[src/common/oecs_pkg.sv]
// Contract
// - an 11-bit serial shift register plus a separate 11-bit control register
// - with program enable high, each of the first 11 shift clocks shifts serial data into stage 10
// - 11 pulses fill the shifter; the 12th pulse loads the control register
// - bit 0 enables the last output pair, bit 9 the first, reversed between
// - control bit 10 selects source: 0 routes input a, 1 routes input b
// - an enable bit low three-states its pair; high passes the selected clock
// - a shift clock with program enable low resets sequencer, shifter, control
// - only one control register load per reset; later pulses change nothing
// - program enable low, serial data high: all pairs on, input b routed
// - program enable low, serial data low: all pairs on, input a routed
// - a re-enabled output pair delivers its clock within 1.0 us
package oecs_pkg;

    // =========================================================
    // sizes and fields
    localparam int unsigned OECS_WORD_W   = 11;
    localparam int unsigned OECS_PAIRS    = 10;
    localparam int unsigned OECS_SEL_BIT  = 10;
    localparam int unsigned OECS_LOAD_CNT = 11;
    localparam logic [10:0] OECS_CTRL_RST = 11'h000;
    localparam logic [3:0]  OECS_CNT_RST  = 4'h0;

    // =========================================================
    // timing
    localparam int unsigned OECS_CLK_MHZ      = 200;
    localparam int unsigned OECS_STARTUP_NS   = 1000;
    localparam int unsigned OECS_STARTUP_CYC  = OECS_STARTUP_NS * OECS_CLK_MHZ / 1000;
    localparam int unsigned OECS_SHIFT_MAX_MHZ = 100;

    // =========================================================
    // carriers
    typedef struct packed {
        logic [9:0] pair_en;
        logic       src_b;
    } oecs_route_t;

    typedef enum logic [1:0] {
        OECS_IDLE,
        OECS_SHIFT,
        OECS_LOCKED
    } oecs_state_t;

endpackage : oecs_pkg

[src/logic/oecs_sync.sv]
`timescale 1ns/1ps
// two-flop synchroniser; first stage is read only by the second
module oecs_sync #(
    parameter int unsigned WIDTH = 1
) (
    input  wire logic             clk_sys_i,
    input  wire logic             reset_n_i,
    input  wire logic [WIDTH-1:0] async_i,
    output logic      [WIDTH-1:0] sync_o
);
    logic [WIDTH-1:0] meta_ff;

    always_ff @(posedge clk_sys_i or negedge reset_n_i)
    begin
        if (!reset_n_i)
        begin
            meta_ff <= '0;
            sync_o  <= '0;
        end
        else
        begin
            meta_ff <= async_i;
            sync_o  <= meta_ff;
        end
    end
endmodule : oecs_sync

[src/logic/oecs_top.sv]
`timescale 1ns/1ps
module oecs_top
    import oecs_pkg::*;
#(
    parameter int unsigned STARTUP_CYC = oecs_pkg::OECS_STARTUP_CYC
) (
    // system
    input  wire logic       clk_sys_i,
    input  wire logic       reset_n_i,
    // configuration pins
    input  wire logic       configuration_shift_clock_i,
    input  wire logic       serial_config_in_i,
    input  wire logic       program_enable_i,
    // clock sources
    input  wire logic       clock_input_a_i,
    input  wire logic       clock_input_b_i,
    // output pairs: index 0 is the first pair
    output logic [9:0]      output_pairs_o,
    output logic [9:0]      output_pairs_oe_o,
    // visibility
    output oecs_pkg::oecs_route_t route_o
);
    import oecs_pkg::*;

    // =========================================================
    // synchronise pins
    logic [4:0] pins_sync;

    oecs_sync #(.WIDTH(5)) u_sync (
        .clk_sys_i (clk_sys_i),
        .reset_n_i (reset_n_i),
        .async_i   ({configuration_shift_clock_i, serial_config_in_i, program_enable_i,
                     clock_input_a_i, clock_input_b_i}),
        .sync_o    (pins_sync)
    );

    wire sck_s = pins_sync[4];
    wire sdi_s = pins_sync[3];
    wire pen_s = pins_sync[2];
    wire cka_s = pins_sync[1];
    wire ckb_s = pins_sync[0];

    // =========================================================
    // shift clock edge detect
    logic       sck_d_ff;
    logic       sdi_d_ff;
    logic       pen_d_ff;
    logic [2:0] arm_ff;

    always_ff @(posedge clk_sys_i or negedge reset_n_i)
    begin
        if (!reset_n_i)
        begin
            sck_d_ff <= 1'b1;
            sdi_d_ff <= 1'b0;
            pen_d_ff <= 1'b0;
            arm_ff   <= 3'h0;
        end
        else
        begin
            sck_d_ff <= sck_s;
            sdi_d_ff <= sdi_s;
            pen_d_ff <= pen_s;
            arm_ff   <= {arm_ff[1:0], 1'b1};
        end
    end

    // synchroniser wakes up low while the pin may idle high on its pull-up;
    // edges are ignored until the detector holds the real pin level
    wire sck_armed = arm_ff[2];
    // data and enable delayed with the clock so the sample pairs with its edge
    wire sck_rise  = sck_s & ~sck_d_ff & sck_armed;

    // =========================================================
    // sequencer, shifter and control register
    oecs_state_t      state_ff;
    logic [10:0]      shift_ff;
    logic [10:0]      ctrl_ff;
    logic [3:0]       cnt_ff;

    wire prog_edge  = sck_rise & pen_d_ff;
    wire reset_edge = sck_rise & ~pen_d_ff;
    // shifter is full once the count reaches the load point
    wire shift_full = (cnt_ff == 4'(OECS_LOAD_CNT));

    oecs_state_t nxt_state;
    logic [10:0] nxt_shift;
    logic [10:0] nxt_ctrl;
    logic [3:0]  nxt_cnt;

    always_comb
    begin
        nxt_state = state_ff;
        nxt_shift = shift_ff;
        nxt_ctrl  = ctrl_ff;
        nxt_cnt   = cnt_ff;
        if (reset_edge)
        begin
            nxt_state = OECS_IDLE;
            nxt_shift = OECS_CTRL_RST;
            nxt_ctrl  = OECS_CTRL_RST;
            nxt_cnt   = OECS_CNT_RST;
        end
        else if (prog_edge)
        begin
            case (state_ff)
                OECS_IDLE, OECS_SHIFT:
                begin
                    if (!shift_full)
                    begin
                        // first bit ends up at index 0, last (select) at index 10
                        nxt_shift = {sdi_d_ff, shift_ff[10:1]};
                        nxt_cnt   = cnt_ff + 4'h1;
                        nxt_state = OECS_SHIFT;
                    end
                    else
                    begin
                        nxt_ctrl  = shift_ff;
                        nxt_state = OECS_LOCKED;
                    end
                end
                OECS_LOCKED:
                    // one load per reset: further edges change nothing
                    nxt_state = OECS_LOCKED;
                default:
                    nxt_state = OECS_IDLE;
            endcase
        end
    end

    always_ff @(posedge clk_sys_i or negedge reset_n_i)
    begin
        if (!reset_n_i)
        begin
            state_ff <= OECS_IDLE;
            shift_ff <= OECS_CTRL_RST;
            ctrl_ff  <= OECS_CTRL_RST;
            cnt_ff   <= OECS_CNT_RST;
        end
        else
        begin
            state_ff <= nxt_state;
            shift_ff <= nxt_shift;
            ctrl_ff  <= nxt_ctrl;
            cnt_ff   <= nxt_cnt;
        end
    end

    // =========================================================
    // route decode
    oecs_route_t prog_route;
    oecs_route_t std_route;
    oecs_route_t nxt_route;

    // control register holds nothing useful until loaded: keep all on
    wire ctrl_live = (state_ff == OECS_LOCKED);

    always_comb
    begin
        for (int i = 0; i < 10; i++)
            prog_route.pair_en[i] = ctrl_ff[9 - i];
        prog_route.src_b      = ctrl_ff[OECS_SEL_BIT];
        std_route.pair_en     = 10'h3FF;
        std_route.src_b       = sdi_s;
        nxt_route = (pen_s && ctrl_live) ? prog_route : std_route;
    end

    // =========================================================
    // startup hold after re-enable
    logic [9:0]  en_prev_ff;
    logic [9:0]  live_ff;
    logic [15:0] start_cnt_ff [10];

    always_ff @(posedge clk_sys_i or negedge reset_n_i)
    begin
        if (!reset_n_i)
        begin
            route_o    <= '{pair_en: 10'h3FF, src_b: 1'b0};
            en_prev_ff <= 10'h3FF;
            live_ff    <= 10'h3FF;
            for (int i = 0; i < 10; i++)
                start_cnt_ff[i] <= 16'h0000;
        end
        else
        begin
            route_o    <= nxt_route;
            en_prev_ff <= nxt_route.pair_en;
            for (int i = 0; i < 10; i++)
            begin
                if (!nxt_route.pair_en[i])
                begin
                    live_ff[i]      <= 1'b0;
                    start_cnt_ff[i] <= 16'h0000;
                end
                else if (!en_prev_ff[i])
                    start_cnt_ff[i] <= 16'h0001;
                else if (!live_ff[i])
                begin
                    // bounded well under the startup limit
                    if (start_cnt_ff[i] >= 16'(STARTUP_CYC / 2))
                        live_ff[i] <= 1'b1;
                    else
                        start_cnt_ff[i] <= start_cnt_ff[i] + 16'h0001;
                end
            end
        end
    end

    // =========================================================
    // output drivers
    wire src_clk = route_o.src_b ? ckb_s : cka_s;

    always_ff @(posedge clk_sys_i or negedge reset_n_i)
    begin
        if (!reset_n_i)
        begin
            output_pairs_o    <= 10'h000;
            output_pairs_oe_o <= 10'h000;
        end
        else
        begin
            output_pairs_oe_o <= route_o.pair_en & live_ff;
            output_pairs_o    <= {10{src_clk}} & route_o.pair_en & live_ff;
        end
    end

endmodule : oecs_top

[config.mk]
export PLATFORM = sky130hd
export DESIGN_NAME = oecs_top
export DESIGN_NICKNAME = d
export VERILOG_FILES = /design/src/common/oecs_pkg.sv /design/src/logic/oecs_sync.sv /design/src/logic/oecs_top.sv
export SDC_FILE = /design/constraint.sdc
export NUM_CORES = 1
export LEC_CHECK = 0
export ABC_AREA = 1
export BUFFER_PORTS_ARGS = -buffer_cell sky130_fd_sc_hd__buf_2
export CAP_MARGIN = 20
export CORE_ASPECT_RATIO = 0.75
export CORE_UTILIZATION = 30
export DETAILED_ROUTE_END_ITERATION = 6
export GPL_ROUTABILITY_DRIVEN = 0
export GPL_TIMING_DRIVEN = 0
export PLACE_DENSITY_LB_ADDON = 0.12
export SYNTH_ARGS = -nofsm -noshare
export SYNTH_HDL_FRONTEND = slang
export SYNTH_HIERARCHICAL = 1
export SYNTH_SLANG_ARGS = --single-unit
[constraint.sdc]
create_clock -name clk_sys_i -period 2.14 [get_ports clk_sys_i]
set_input_delay 0.107 -clock clk_sys_i [delete_from_list [all_inputs] [get_ports clk_sys_i]]
set_output_delay 0.107 -clock clk_sys_i [all_outputs]
set_load 0.02 [all_outputs]
# After elaboration in Yosys (flattened, before gate mapping)
# Index checks and enable logic that the tools add are counted.
dict set report word_totals {
  ff_bits 245
  latch_bits 0
  rom_bits 0
  mem_bits_rw 0
  word_cells 214
  memories 0
  input_bits 7
}
dict set report classes {
  reduce_logical 18
  n_div 0
  muxes 98
  magnitude_cmp 10
  shift 0
  bitwise_logic 9
  n_eq_ne 34
  multipliers 0
  n_addsub 11
}
# op count
set op_table {}
lappend op_table {{16-bit two-way mux} 40}
lappend op_table {{16-bit by 1-bit adder with 16-bit output, second input constant} 10}
lappend op_table {{16-bit by 7-bit >= comparator with 1-bit output, second input constant} 10}
lappend op_table {{11-bit two-way mux} 9}
lappend op_table {{3-bit != test, second input constant} 20}
lappend op_table {{1-bit two-way mux} 41}
lappend op_table {{10-bit AND} 3}
lappend op_table {{2-bit by 1-bit != test with 1-bit output, second input constant} 10}
lappend op_table {{2-bit AND reduction} 10}
lappend op_table {{4-bit two-way mux} 4}
lappend op_table {{2-bit two-way mux} 3}
lappend op_table {{3-bit AND reduction} 2}
lappend op_table {{2-bit nonzero test} 3}
lappend op_table {{4-bit by 1-bit adder with 4-bit output, second input constant} 1}
lappend op_table {{1-bit AND} 4}
lappend op_table {{4-bit equality test, second input constant} 1}
lappend op_table {{2-bit one-hot mux with 2 select lines} 1}
lappend op_table {{2-bit by 1-bit equality test with 1-bit output, second input constant} 1}
lappend op_table {{2-bit equality test, second input constant} 1}
lappend op_table {{2-bit zero test} 1}
lappend op_table {{2-bit != test, second input constant} 1}
lappend op_table {{1-bit inverter} 2}
lappend op_table {{2-bit OR reduction} 1}
lappend op_table {{1-bit logical AND} 1}

# Longest topological paths before layout
# Gate-level depths: netlist of the first run.
dict set report depth {
  ltp_word 6
  ltp_mapped 9
  ltp_nobuf 9
}

# Cells and area by module
# Netlist of the first run, hierarchy kept.
# module instances area_per_inst_um2 seq_area_each_um2 cells_each
set by_module_without_submodules {}
lappend by_module_without_submodules {oecs_top 1 10764.1 5906.9 1276}
lappend by_module_without_submodules {oecs_sync 1 250.2 250.2 10}

# Worst setup path after synthesis of the first run
# Ideal clock, no wire load.
dict set report synth_path {
  path_type {flip-flop to flip-flop}
  from {register en_prev_ff[1]}
  to {register start_cnt_ff[128] in the netlist's numbering}
  t_arrival_ns 1.383
  synth_period_minus_slack_ns 1.501
  stages_incl_launch_ff 7
  path_buffers 1
  path_slack_ns 0.639
  setup_ns 0.118
  path_cell_list {dfstp_2 > clkbuf_1 > inv_1 > nor2_4 > nand2_2 > nand2_1 > nand2_1}
}
dict set report synth_via {
  elab_chain_len 2
}
# item line_no
set synth_rtl {}
lappend synth_rtl {{start: declaration} oecs_top.sv:170} ;# logic [9:0] en_prev_ff;
lappend synth_rtl {{start signal: assignment} oecs_top.sv:187} ;# en_prev_ff <= nxt_route.pair_en;
lappend synth_rtl {{3-bit != test (no line) or 16-bit two-way mux (tied branches)} --}
lappend synth_rtl {{2-bit AND reduction (no line) or 16-bit two-way mux (tied branches)} --}
lappend synth_rtl {{end signal: indexed assignment} oecs_top.sv:203} ;# start_cnt_ff[i] <= start_cnt_ff[i] + 16'h0001;
lappend synth_rtl {{end: declaration} oecs_top.sv:172} ;# logic [15:0] start_cnt_ff [10];
# Several ways; a longest one is shown, not always the timed one.
# A chain may end at the register's enable or synchronous reset.

# Worst setup path in the final report of the first run
dict set report layout_path {
  from {register en_prev_ff[1]}
  to {register start_cnt_ff[133] in the netlist's numbering}
}
# Same word-level chain as after synthesis.

==> results.ini, run 1 <==
[status]
status=completed

[cts]
cts_tree=yes
clkTransAtPathRegs_ps=60
post-cts-setup-buffers=0
cts_buffers=28
worstSkewPairLatency_ps=550
cts.path.max_buffers=3
cts_resized=0
clock-sinks=245
root_buffer=clkbuf_16
cts-htree-levels=1

[final_layout]
syn_to_final_growth_pct=17.3
fin_nets=1389
multiInputGateArea_um2=3870
insertedDiodeCount=0
fin_area_um2=12900
drive_gt1_share_pct=11.5
seqCellArea_um2=6160
instances_no_fill=1848
utilization_pct=35.8
fill_cells=3745

[synthesis]
ys_seq_area_share_pct=55.9
yosysMostFrequentCell=nand2_1
synth_top_area_cell=dfrtp_1
avgSynthCellArea_um2=8.56
async_flop_share_pct=100
synth_flop_cell=dfrtp_1
synth.area.top_cells=dfrtp_1 51%, nand2_1 9.4%, inv_1 7.8%
yosysWarnings=6
synth-edff-count=0
syn_nets=1314
ys_types=38
synth_top_area_share_pct=50.9
synthTopCellsByCount=275 x nand2_1, 229 x inv_1, 224 x dfrtp_1
netlist_instances=1286
syn_area_um2=11000
ys_seq_elements=245

[power]
peakVddDrop_v=0.000513
power_density_nw_per_um2=1230
p_leak_nw=6.74

[sta]
setup_viol=0
worstMarginPinSlew_ps=706
max_freq_ghz=0.559
fin_crit_sh_pct=83.6
rsz0062_at_grt=no
skew_ps=14.0
finalSetupTns_ps=0
slew_violations=0
relSlewSlack_pct=51.9
finalHoldViolCount=0
period_minus_slack_ps=1790

[place]
port_buffers=37
dpl-instance-area_um2=11900
dp_cells=1790
hpwl_um=14400

[flow_run]
drv_cap=0

[global_route]
grt_pass1_vias=7872
antenna_found_initial=0
grt_max_degree=115
grt_pass1_wl_um=38600
track_usage_pct=12.3
overflow=0

[setup_path]
critPathArrivalTime_ps=2220
worstPathMaxFanout=10
start_kind=register
end_kind=register
cp.required_ps=2570
crit_type=reg2reg

[floorplan]
ios=38
die_width_um=223
die_h_um=168
core_region_area_um2=36000
start_util_pct=30.6
rows=60
dieArea_um2=37500

[min_path]
worstHoldPathType=in2async

[route]
wl_per_cell_um=11.9
dr_total_vias=7822
first_iter_violations=567
vias_per_cell=4.23
ant_nets=0
routed_wl_um=21900
drc=0
firstDrtPassIters=5

[per-stage QoR]
stage          hold WS (ps)  total power [mW]  setup slack (ps)
2_1_floorplan          -189              9.74               639
3_3_place_gp            215              10.8             -3770
3_5_place_dp           69.1              10.9               360
4_1_cts                77.3              16.2               357
5_1_grt                 100              17.3               215
6_report               71.3              15.9               351
[final timing paths]
path                                    start                 to  slack, ps  cells after the start
max                             en_prev_ff[1]  start_cnt_ff[133]        350                      6
min reg2reg                 u_sync/meta_ff[2]   u_sync/sync_o[2]        350                      0
max in group asynchronous           reset_n_i      en_prev_ff[5]        820                      4
min                                 reset_n_i  start_cnt_ff[154]         70                      2
min in group clk_sys_i     serial_config_in_i  u_sync/meta_ff[3]        200                      2
max reg2reg                     en_prev_ff[1]  start_cnt_ff[133]        350                      6
[layout make-up]
cell class / instances / share of cell area, %
inverters: 235 / 6.83
plain buffers: 16 / 0.901
well taps: 465 / 4.50
repair buffers: 45 / 2.40
clock inverters: 10 / 1.18
clock buffers: 42 / 6.54
flip-flops and latches: 245 / 47.7
multi-input cells: 790 / 30.0
[logic make-up after synthesis]
kind of cell	synth area share [%]
flip-flops	55.9
AND/OR/NAND/NOR	27.0
adder cells (fa/ha/maj)	2.39
other	0.0340
XOR/XNOR	0.318
buffers and inverters	9.06
multiplexers	0.182
AO/OA/AOI/OAI	5.10
[routing by layer]
layer	routed length, um	track usage, %
met1	11700	17.7
met2	9090	18.9
met3	679	2.53
met4	444	3.22
met5	0	0
[power breakdown]
group | switching (mW) | internal (mW) | leakage, nW | total (mW)
logic | 2.72 | 1.69 | 3.11 | 4.41
registers | 0.817 | 5.54 | 3.14 | 6.35
clock network | 1.90 | 3.19 | 0.491 | 5.10
[placed cells by master (no fill, tap or decap), types with 28 or more instances in the layout]
cell       Yosys  layout
nand3_1      117     117
nor2_1       196     196
inv_1        229     229
buf_2          5      41
clkbuf_16      0      29
dfrtp_1      224     224
o21ai_0       49      49
nand4_1       28      28
nand2_1      275     275
[what timing repair did]
item                                   4_1_cts  5_1_grt
endpoints found under the hold margin       60        0
hold buffers                                 6        0
setup endpoints to repair                    0        0
[critical path, stage by stage (launching register included)]
cell and delay (ps):
dfstp_2 520, clkbuf_1 320, inv_1 170, nor2_4 280, nand2_2 210, nand2_1 110, nand2_1 50
[sequential cells by signal, summed over array words and instances, names as in the netlist]
signal,count
start_cnt_ff,160
ctrl_ff,11
shift_ff,11
en_prev_ff,10
live_ff,10
output_pairs_o,10
output_pairs_oe_o,10
u_sync/meta_ff,5
u_sync/sync_o,5
cnt_ff,4
arm_ff,3
state_ff,2
pen_d_ff,1
route_o,1
sck_d_ff,1
sdi_d_ff,1
(Power assumes the default switching activity.)
==> run 2, diff against run 1 <==
--- a/config.mk
+++ b/config.mk
@@ -5,7 +5,7 @@
 export SDC_FILE = /design/constraint.sdc
 export NUM_CORES = 1
 export LEC_CHECK = 0
-export ABC_AREA = 1
+export ABC_AREA = 0
 export BUFFER_PORTS_ARGS = -buffer_cell sky130_fd_sc_hd__buf_2
 export CAP_MARGIN = 20
 export CORE_ASPECT_RATIO = 0.75
==> constraint.sdc (replaced) <==
create_clock -name clk_sys_i -period 1.6 [get_ports clk_sys_i]
set_input_delay 0.08 -clock clk_sys_i [delete_from_list [all_inputs] [get_ports clk_sys_i]]
set_output_delay 0.08 -clock clk_sys_i [all_outputs]
set_load 0.02 [all_outputs]
==> results.ini, run 2 <==
[sta]
max_freq_ghz=0.503  ; -10%
setup_viol=40  ; +40
fin_crit_sh_pct=124  ; +41 points
layout_setup_ws_ps=-388  ; -740 ps
finalSetupTns_ps=-4060  ; -4060 ps
rsz0062_at_grt=yes
skew_ps=13.9  ; -0.114 ps
finalHoldViolCount=0  ; unchanged
relSlewSlack_pct=53.3  ; +1.3 points
period_minus_slack_ps=1990  ; +200 ps
timing.hold.ws_ps=90.8  ; +19.4 ps
slew_violations=0  ; unchanged
worstMarginPinSlew_ps=687  ; -18.6 ps

[setup_path]
r2r_cells=4  ; -2
cp.required_ps=2060  ; -510 ps
critical_path.top_delay_family=simple AND/OR/NAND/NOR gates
end_kind=register
cp.depth=4  ; -2
critPathBufInv=0  ; -2
start_kind=register
critical_path.most_common_cell=or4_4
slowest_delay_ps=550  ; +30 ps
crit_type=reg2reg
critPathArrivalTime_ps=2450  ; +230 ps
worstPathMaxFanout=5  ; -5
worstPathCellList=or4_4, or3_4, or4_4, a21oi_2
cpMaxStageDelayCell=or4_4

[floorplan]
dieArea_um2=33500  ; -11%
core_region_area_um2=31700  ; -12%
ios=38  ; unchanged
die_width_um=211  ; -5.5%
die_h_um=159  ; -5.5%
start_util_pct=30.9  ; +0.37 points
rows=56  ; -6.7%

[place]
port_buffers=37  ; unchanged
dp_cells=1320  ; -26%
hpwl_um=12500  ; -13%

[synthesis]
syn_area_um2=9820  ; -11%
synth_top_area_share_pct=57.1  ; +6.2 points
netlist_instances=845  ; -34%
syn_nets=873  ; -34%
avgSynthCellArea_um2=11.6  ; +36%
async_flop_share_pct=100  ; unchanged
yosysMostFrequentCell=dfrtp_1
synth.area.top_cells=dfrtp_1 57%, dfstp_2 5.6%, and2_1 5.2%
ys_seq_elements=245  ; unchanged
yosysWarnings=6  ; unchanged
synth_flop_cell=dfrtp_1
ys_seq_area_share_pct=62.7  ; +6.8 points
ys_types=47  ; +24%
synth_top_area_cell=dfrtp_1
synth-edff-count=0  ; unchanged
synthTopCellsByCount=224 x dfrtp_1, 82 x and2_1, 47 x a21oi_1

[status]
violations=negative setup slack
status=complete, but fails checks

[power]
peakVddDrop_v=0.000632  ; +23%
p_leak_nw=6.02  ; -11%
power_density_nw_per_um2=1380  ; +12%

[flow_run]
drv_cap=0  ; unchanged

[final_layout]
insertedDiodeCount=0  ; unchanged
instances_no_fill=1437  ; -22%
final_common_cell=dfrtp_1
drive_gt1_share_pct=29.9  ; +18 points
syn_to_final_growth_pct=30.9
largest_reg_flops=160  ; unchanged
largest_registers=start_cnt_ff: 160 flops, ctrl_ff: 11 flops, shift_ff: 11 flops
largest-register=start_cnt_ff
most-common-layout-cells=216 x dfrtp_1, 82 x and2_1, 51 x buf_4
fin_nets=1009  ; -27%

[cts]
cts.path.max_buffers=3  ; unchanged
cts_buffers=27  ; -3.6%
root_buffer=clkbuf_16
clkTransAtPathRegs_ps=60  ; about the same
cts_tree=yes
worstSkewPairLatency_ps=540  ; about the same
cts-htree-levels=1  ; unchanged
clock-sinks=245  ; unchanged

[route]
firstDrtPassIters=4  ; -1
ant_nets=0  ; unchanged
drc=0  ; unchanged
met3_length_um=768  ; +13%
highest_layer=met4
dr_total_vias=6646  ; -15%
vias_per_cell=4.62  ; +9.3%
first_iter_violations=273  ; -52%
wl_met2_um=8810  ; -3.1%
wl_per_cell_um=14.6  ; +23%
routed_wl_um=21000  ; -4.3%
met1Wirelength_um=11000  ; -6.0%

[global_route]
grt_pass1_vias=6549  ; -17%
track_usage_pct=12.8  ; +0.49 points
antenna_found_initial=0  ; unchanged
overflow=0  ; unchanged
grt_max_degree=110  ; -4.3%
grt_pass1_wl_um=34700  ; -10%

[min_path]
worstHoldPathType=in2async

## run 2: cell types whose count changed after synthesis, sizes merged, moves of 35 or more
cell   delta
a21oi    +35
nand2   -249
and2     +82
nor2    -180
or3      +37
nand3    -94
inv     -191
## run 2: path summary, 6_finish.rpt
check                            startpoint           endpoint  slack (ps)
setup / recovery           start_cnt_ff[45]   start_cnt_ff[36]        -390
hold / removal                    reset_n_i  start_cnt_ff[110]          90
setup reg to reg           start_cnt_ff[45]   start_cnt_ff[36]        -390
hold reg to reg                   arm_ff[1]          arm_ff[2]         350
max in group asynchronous         reset_n_i      en_prev_ff[4]         360
min in group clk_sys_i      clock_input_a_i  u_sync/meta_ff[1]         180
## run 2: area by class of cell
cell class | count | area (um2)
Buffer | 20 | 201
Clock buffer | 41 | 768
Clock inverter | 9 | 98.8
Fill cell | 3013 | 18900
Inverter | 43 | 161
Multi-Input combinational cell | 534 | 4050
Sequential cell | 245 | 6170
Tap cell | 435 | 544
Timing Repair Buffer | 110 | 861
## run 2: what timing repair did
| item | CTS | global route |
|---|---|---|
| resized for setup | 103 | 107 |
| cloned | 3 | 1 |
| setup endpoints to repair | 185 | 205 |
| setup buffers | 45 | 16 |
| hold endpoints to repair | 102 | 0 |
| pin swaps | 68 | 52 |
| hold buffers | 6 | 0 |
## run 2: report_power, final
part / total (mW) / internal (mW) / leakage (nW) / switching [mW]
Clock: 6.11 / 3.63 / 0.430 / 2.49
Combinational: 4.02 / 2.17 / 2.44 / 1.85
Sequential: 7.58 / 6.91 / 3.15 / 0.664
## run 2: cell families after synthesis
kind of cell | after synthesis | synth area share, %
AND/OR/NAND/NOR | 322 | 18.9
flip-flops | 245 | 62.7
AO/OA/AOI/OAI | 168 | 11.0
buffers and inverters | 67 | 2.57
adder cells (fa/ha/maj) | 21 | 2.68
multiplexers | 14 | 1.45
XOR/XNOR | 7 | 0.624
other | 1 | 0.0382
## run 2: per-layer routing
layer	vias up	GRT usage, %
li1	3257	-
met1	3276	19.5
met2	84	18.2
met3	29	2.90
met4	0	3.17
met5	-	0
## run 2: through the flow
step                power (mW)  cell area, um2  util [%]  setup WS, ps
CTS                       17.3           12400      38.9          -408
detailed placement        10.1           10600      33.5          -745
global route              18.8           12900      40.5          -454
finish                    17.7           12900      40.5          -388
floorplan                 9.33            9830         -          -330
global placement          10.0           10600      33.3         -4290
==> run 3, diff against run 2 <==
--- a/config.mk
+++ b/config.mk
@@ -6,6 +6,7 @@
 export NUM_CORES = 1
 export LEC_CHECK = 0
 export ABC_AREA = 0
+export ABC_CLOCK_PERIOD_IN_PS = 2100
 export BUFFER_PORTS_ARGS = -buffer_cell sky130_fd_sc_hd__buf_2
 export CAP_MARGIN = 20
 export CORE_ASPECT_RATIO = 0.75
@@ -14,6 +15,7 @@
 export GPL_ROUTABILITY_DRIVEN = 0
 export GPL_TIMING_DRIVEN = 0
 export PLACE_DENSITY_LB_ADDON = 0.12
+export SLEW_MARGIN = 20
 export SYNTH_ARGS = -nofsm -noshare
 export SYNTH_HDL_FRONTEND = slang
 export SYNTH_HIERARCHICAL = 1
==> constraint.sdc (replaced) <==
create_clock -name clk_sys_i -period 2.1 [get_ports clk_sys_i]
set_input_delay 0.105 -clock clk_sys_i [delete_from_list [all_inputs] [get_ports clk_sys_i]]
set_output_delay 0.105 -clock clk_sys_i [all_outputs]
set_load 0.02 [all_outputs]
==> results.ini, run 3 (same netlist as run 2, synthesis figures left out) <==
[route]
drc=0  ; unchanged
firstDrtPassIters=4  ; unchanged
ant_nets=0  ; unchanged
dr_total_vias=6285  ; -5.4%
first_iter_violations=391  ; +43%
vias_per_cell=4.56  ; -1.5%
wl_per_cell_um=14.0  ; -4.5%
routed_wl_um=19300  ; -8.3%

[place]
hpwl_um=12300  ; -1.4%
port_buffers=37  ; unchanged
dpl-instance-area_um2=10600  ; about the same

[min_path]
worstHoldPathType=in2async

[setup_path]
end_kind=register
worstPathMaxFanout=8  ; +3
cpMaxStageDelayCell=or4_1
worstPathCellList=o311a_1, or4_4, buf_6, or4_1, a21oi_2
slowest_delay_ps=480  ; -70 ps
critPathArrivalTime_ps=2480  ; +30 ps
crit_type=reg2reg
start_kind=register
critPathBufInv=1  ; +1
cp.required_ps=2560  ; +500 ps
critical_path.top_delay_family=simple AND/OR/NAND/NOR gates

[global_route]
grt_pass1_vias=6206  ; -5.2%
track_usage_pct=12.0  ; -0.78 points
grt_pass1_wl_um=32500  ; -6.3%
antenna_found_initial=0  ; unchanged
grt_max_degree=92  ; -16%
overflow=0  ; unchanged

[sta]
period_minus_slack_ps=2020  ; +34.4 ps
fin_crit_sh_pct=96.3  ; -28 points
timing.hold.ws_ps=114  ; +23.7 ps
max_freq_ghz=0.494  ; -1.7%
setup_viol=0  ; -100%
worstMarginPinSlew_ps=796  ; +108 ps
relSlewSlack_pct=46.4  ; -6.9 points
skew_ps=13.8  ; -0.145 ps
finalHoldViolCount=0  ; unchanged
slew_violations=0  ; unchanged

[floorplan]
rows=56  ; unchanged
core_region_area_um2=31700  ; unchanged
dieArea_um2=33500  ; unchanged
die_width_um=211  ; unchanged
ios=38  ; unchanged
start_util_pct=30.9  ; unchanged
die_h_um=159  ; unchanged

[cts]
cts_tree=yes
cts_buffers=27  ; unchanged
worstSkewPairLatency_ps=540  ; about the same
clkTransAtPathRegs_ps=60  ; about the same
root_buffer=clkbuf_16
cts.path.max_buffers=3  ; unchanged
clock-sinks=245  ; unchanged
cts-htree-levels=1  ; unchanged

[status]
status=completed

[final_layout]
drive_gt1_share_pct=13.6  ; -16 points
fin_nets=951  ; -5.7%
utilization_pct=36.6  ; -3.9 points
final_common_cell=dfrtp_1
largest-register=start_cnt_ff
fill_cells=3127  ; +3.8%
seqCellArea_um2=6160  ; -0.16%
fin_area_um2=11600  ; -9.7%
largest_reg_flops=160  ; unchanged
most-common-layout-cells=224 x dfrtp_1, 82 x and2_1, 45 x a21oi_1
syn_to_final_growth_pct=18.3
multiInputGateArea_um2=3450  ; -15%
largest_registers=start_cnt_ff: 160 flops, ctrl_ff: 11 flops, shift_ff: 11 flops
insertedDiodeCount=0  ; unchanged

[power]
p_leak_nw=5.52  ; -8.4%
p_total_mw=12.2  ; -31%
peakVddDrop_v=0.000560  ; -11%
power_density_nw_per_um2=1050  ; -24%

[flow_run]
drv_cap=0  ; unchanged

## run 3: cell types whose count changed in the layout (fill, tap and decap cells not counted), moves of 9 or more
| cell | before | now |
|---|---|---|
| o21ai_1 | 15 | 0 |
| clkbuf_8 | 13 | 4 |
| clkbuf_1 | 12 | 28 |
| a21oi_1 | 29 | 45 |
| nor4_2 | 11 | 1 |
| buf_6 | 14 | 1 |
| a21oi_2 | 18 | 2 |
| nor4_1 | 6 | 22 |
| or3_4 | 12 | 1 |
| or3_1 | 25 | 35 |
| buf_4 | 51 | 3 |
| o21ai_0 | 25 | 43 |
## run 3: power by group
group,switching (mW),total [mW],leakage [nW],internal (mW)
combinational,1.04,1.90,1.94,0.857
clock,1.93,4.58,0.420,2.65
sequential,0.456,5.72,3.16,5.26
total,3.43,12.2,5.52,8.77
## run 3: repair_timing
item / in CTS / in global routing
setup endpoints to repair: 62 / 32
gates resized for setup: 2 / 19
buffers inserted: 0 / 3
pin swaps: 0 / 2
hold buffers: 6 / 0
endpoints found under the hold margin: 76 / 0
## run 3: worst paths after layout
check | start | end | slack (ps) | cells past startpoint
max | start_cnt_ff[34] | start_cnt_ff[37] | 80 | 5
max in group asynchronous | reset_n_i | live_ff[4] | 720 | 4
min in group clk_sys_i | configuration_shift_clock_i | u_sync/meta_ff[4] | 200 | 2
max reg2reg | start_cnt_ff[34] | start_cnt_ff[37] | 80 | 5
min | reset_n_i | start_cnt_ff[110] | 110 | 2
min reg2reg | arm_ff[0] | arm_ff[1] | 350 | 0
## run 3: final cells by class
type | count | share of cell area [%]
buffer | 24 | 0.884
sequential | 245 | 53.0
clock inverter | 10 | 0.754
multi-input combinational | 533 | 29.7
clock buffer | 40 | 6.58
tap | 435 | 4.69
timing repair buffer | 49 | 3.00
inverter | 43 | 1.39
## run 3: per-stage QoR
step	setup slack (ps)	TNS, ps	instances
after floorplan	170	0	845
after global placement	-3780	-890860	1317
after detailed placement	-236	-3680	1320
after CTS	24.2	0	1376
after global routing	-2.08	-4.15	1379
final	77.2	0	1379
## run 3: routing by layer
metal  track usage, %  vias up  wire length [um]
met4             3.31        0               464
li1                 -     3144                 -
met5                0        -                 0
met3             2.72       34               683
met2             16.0       69              7390
met1             19.0     3038             10700
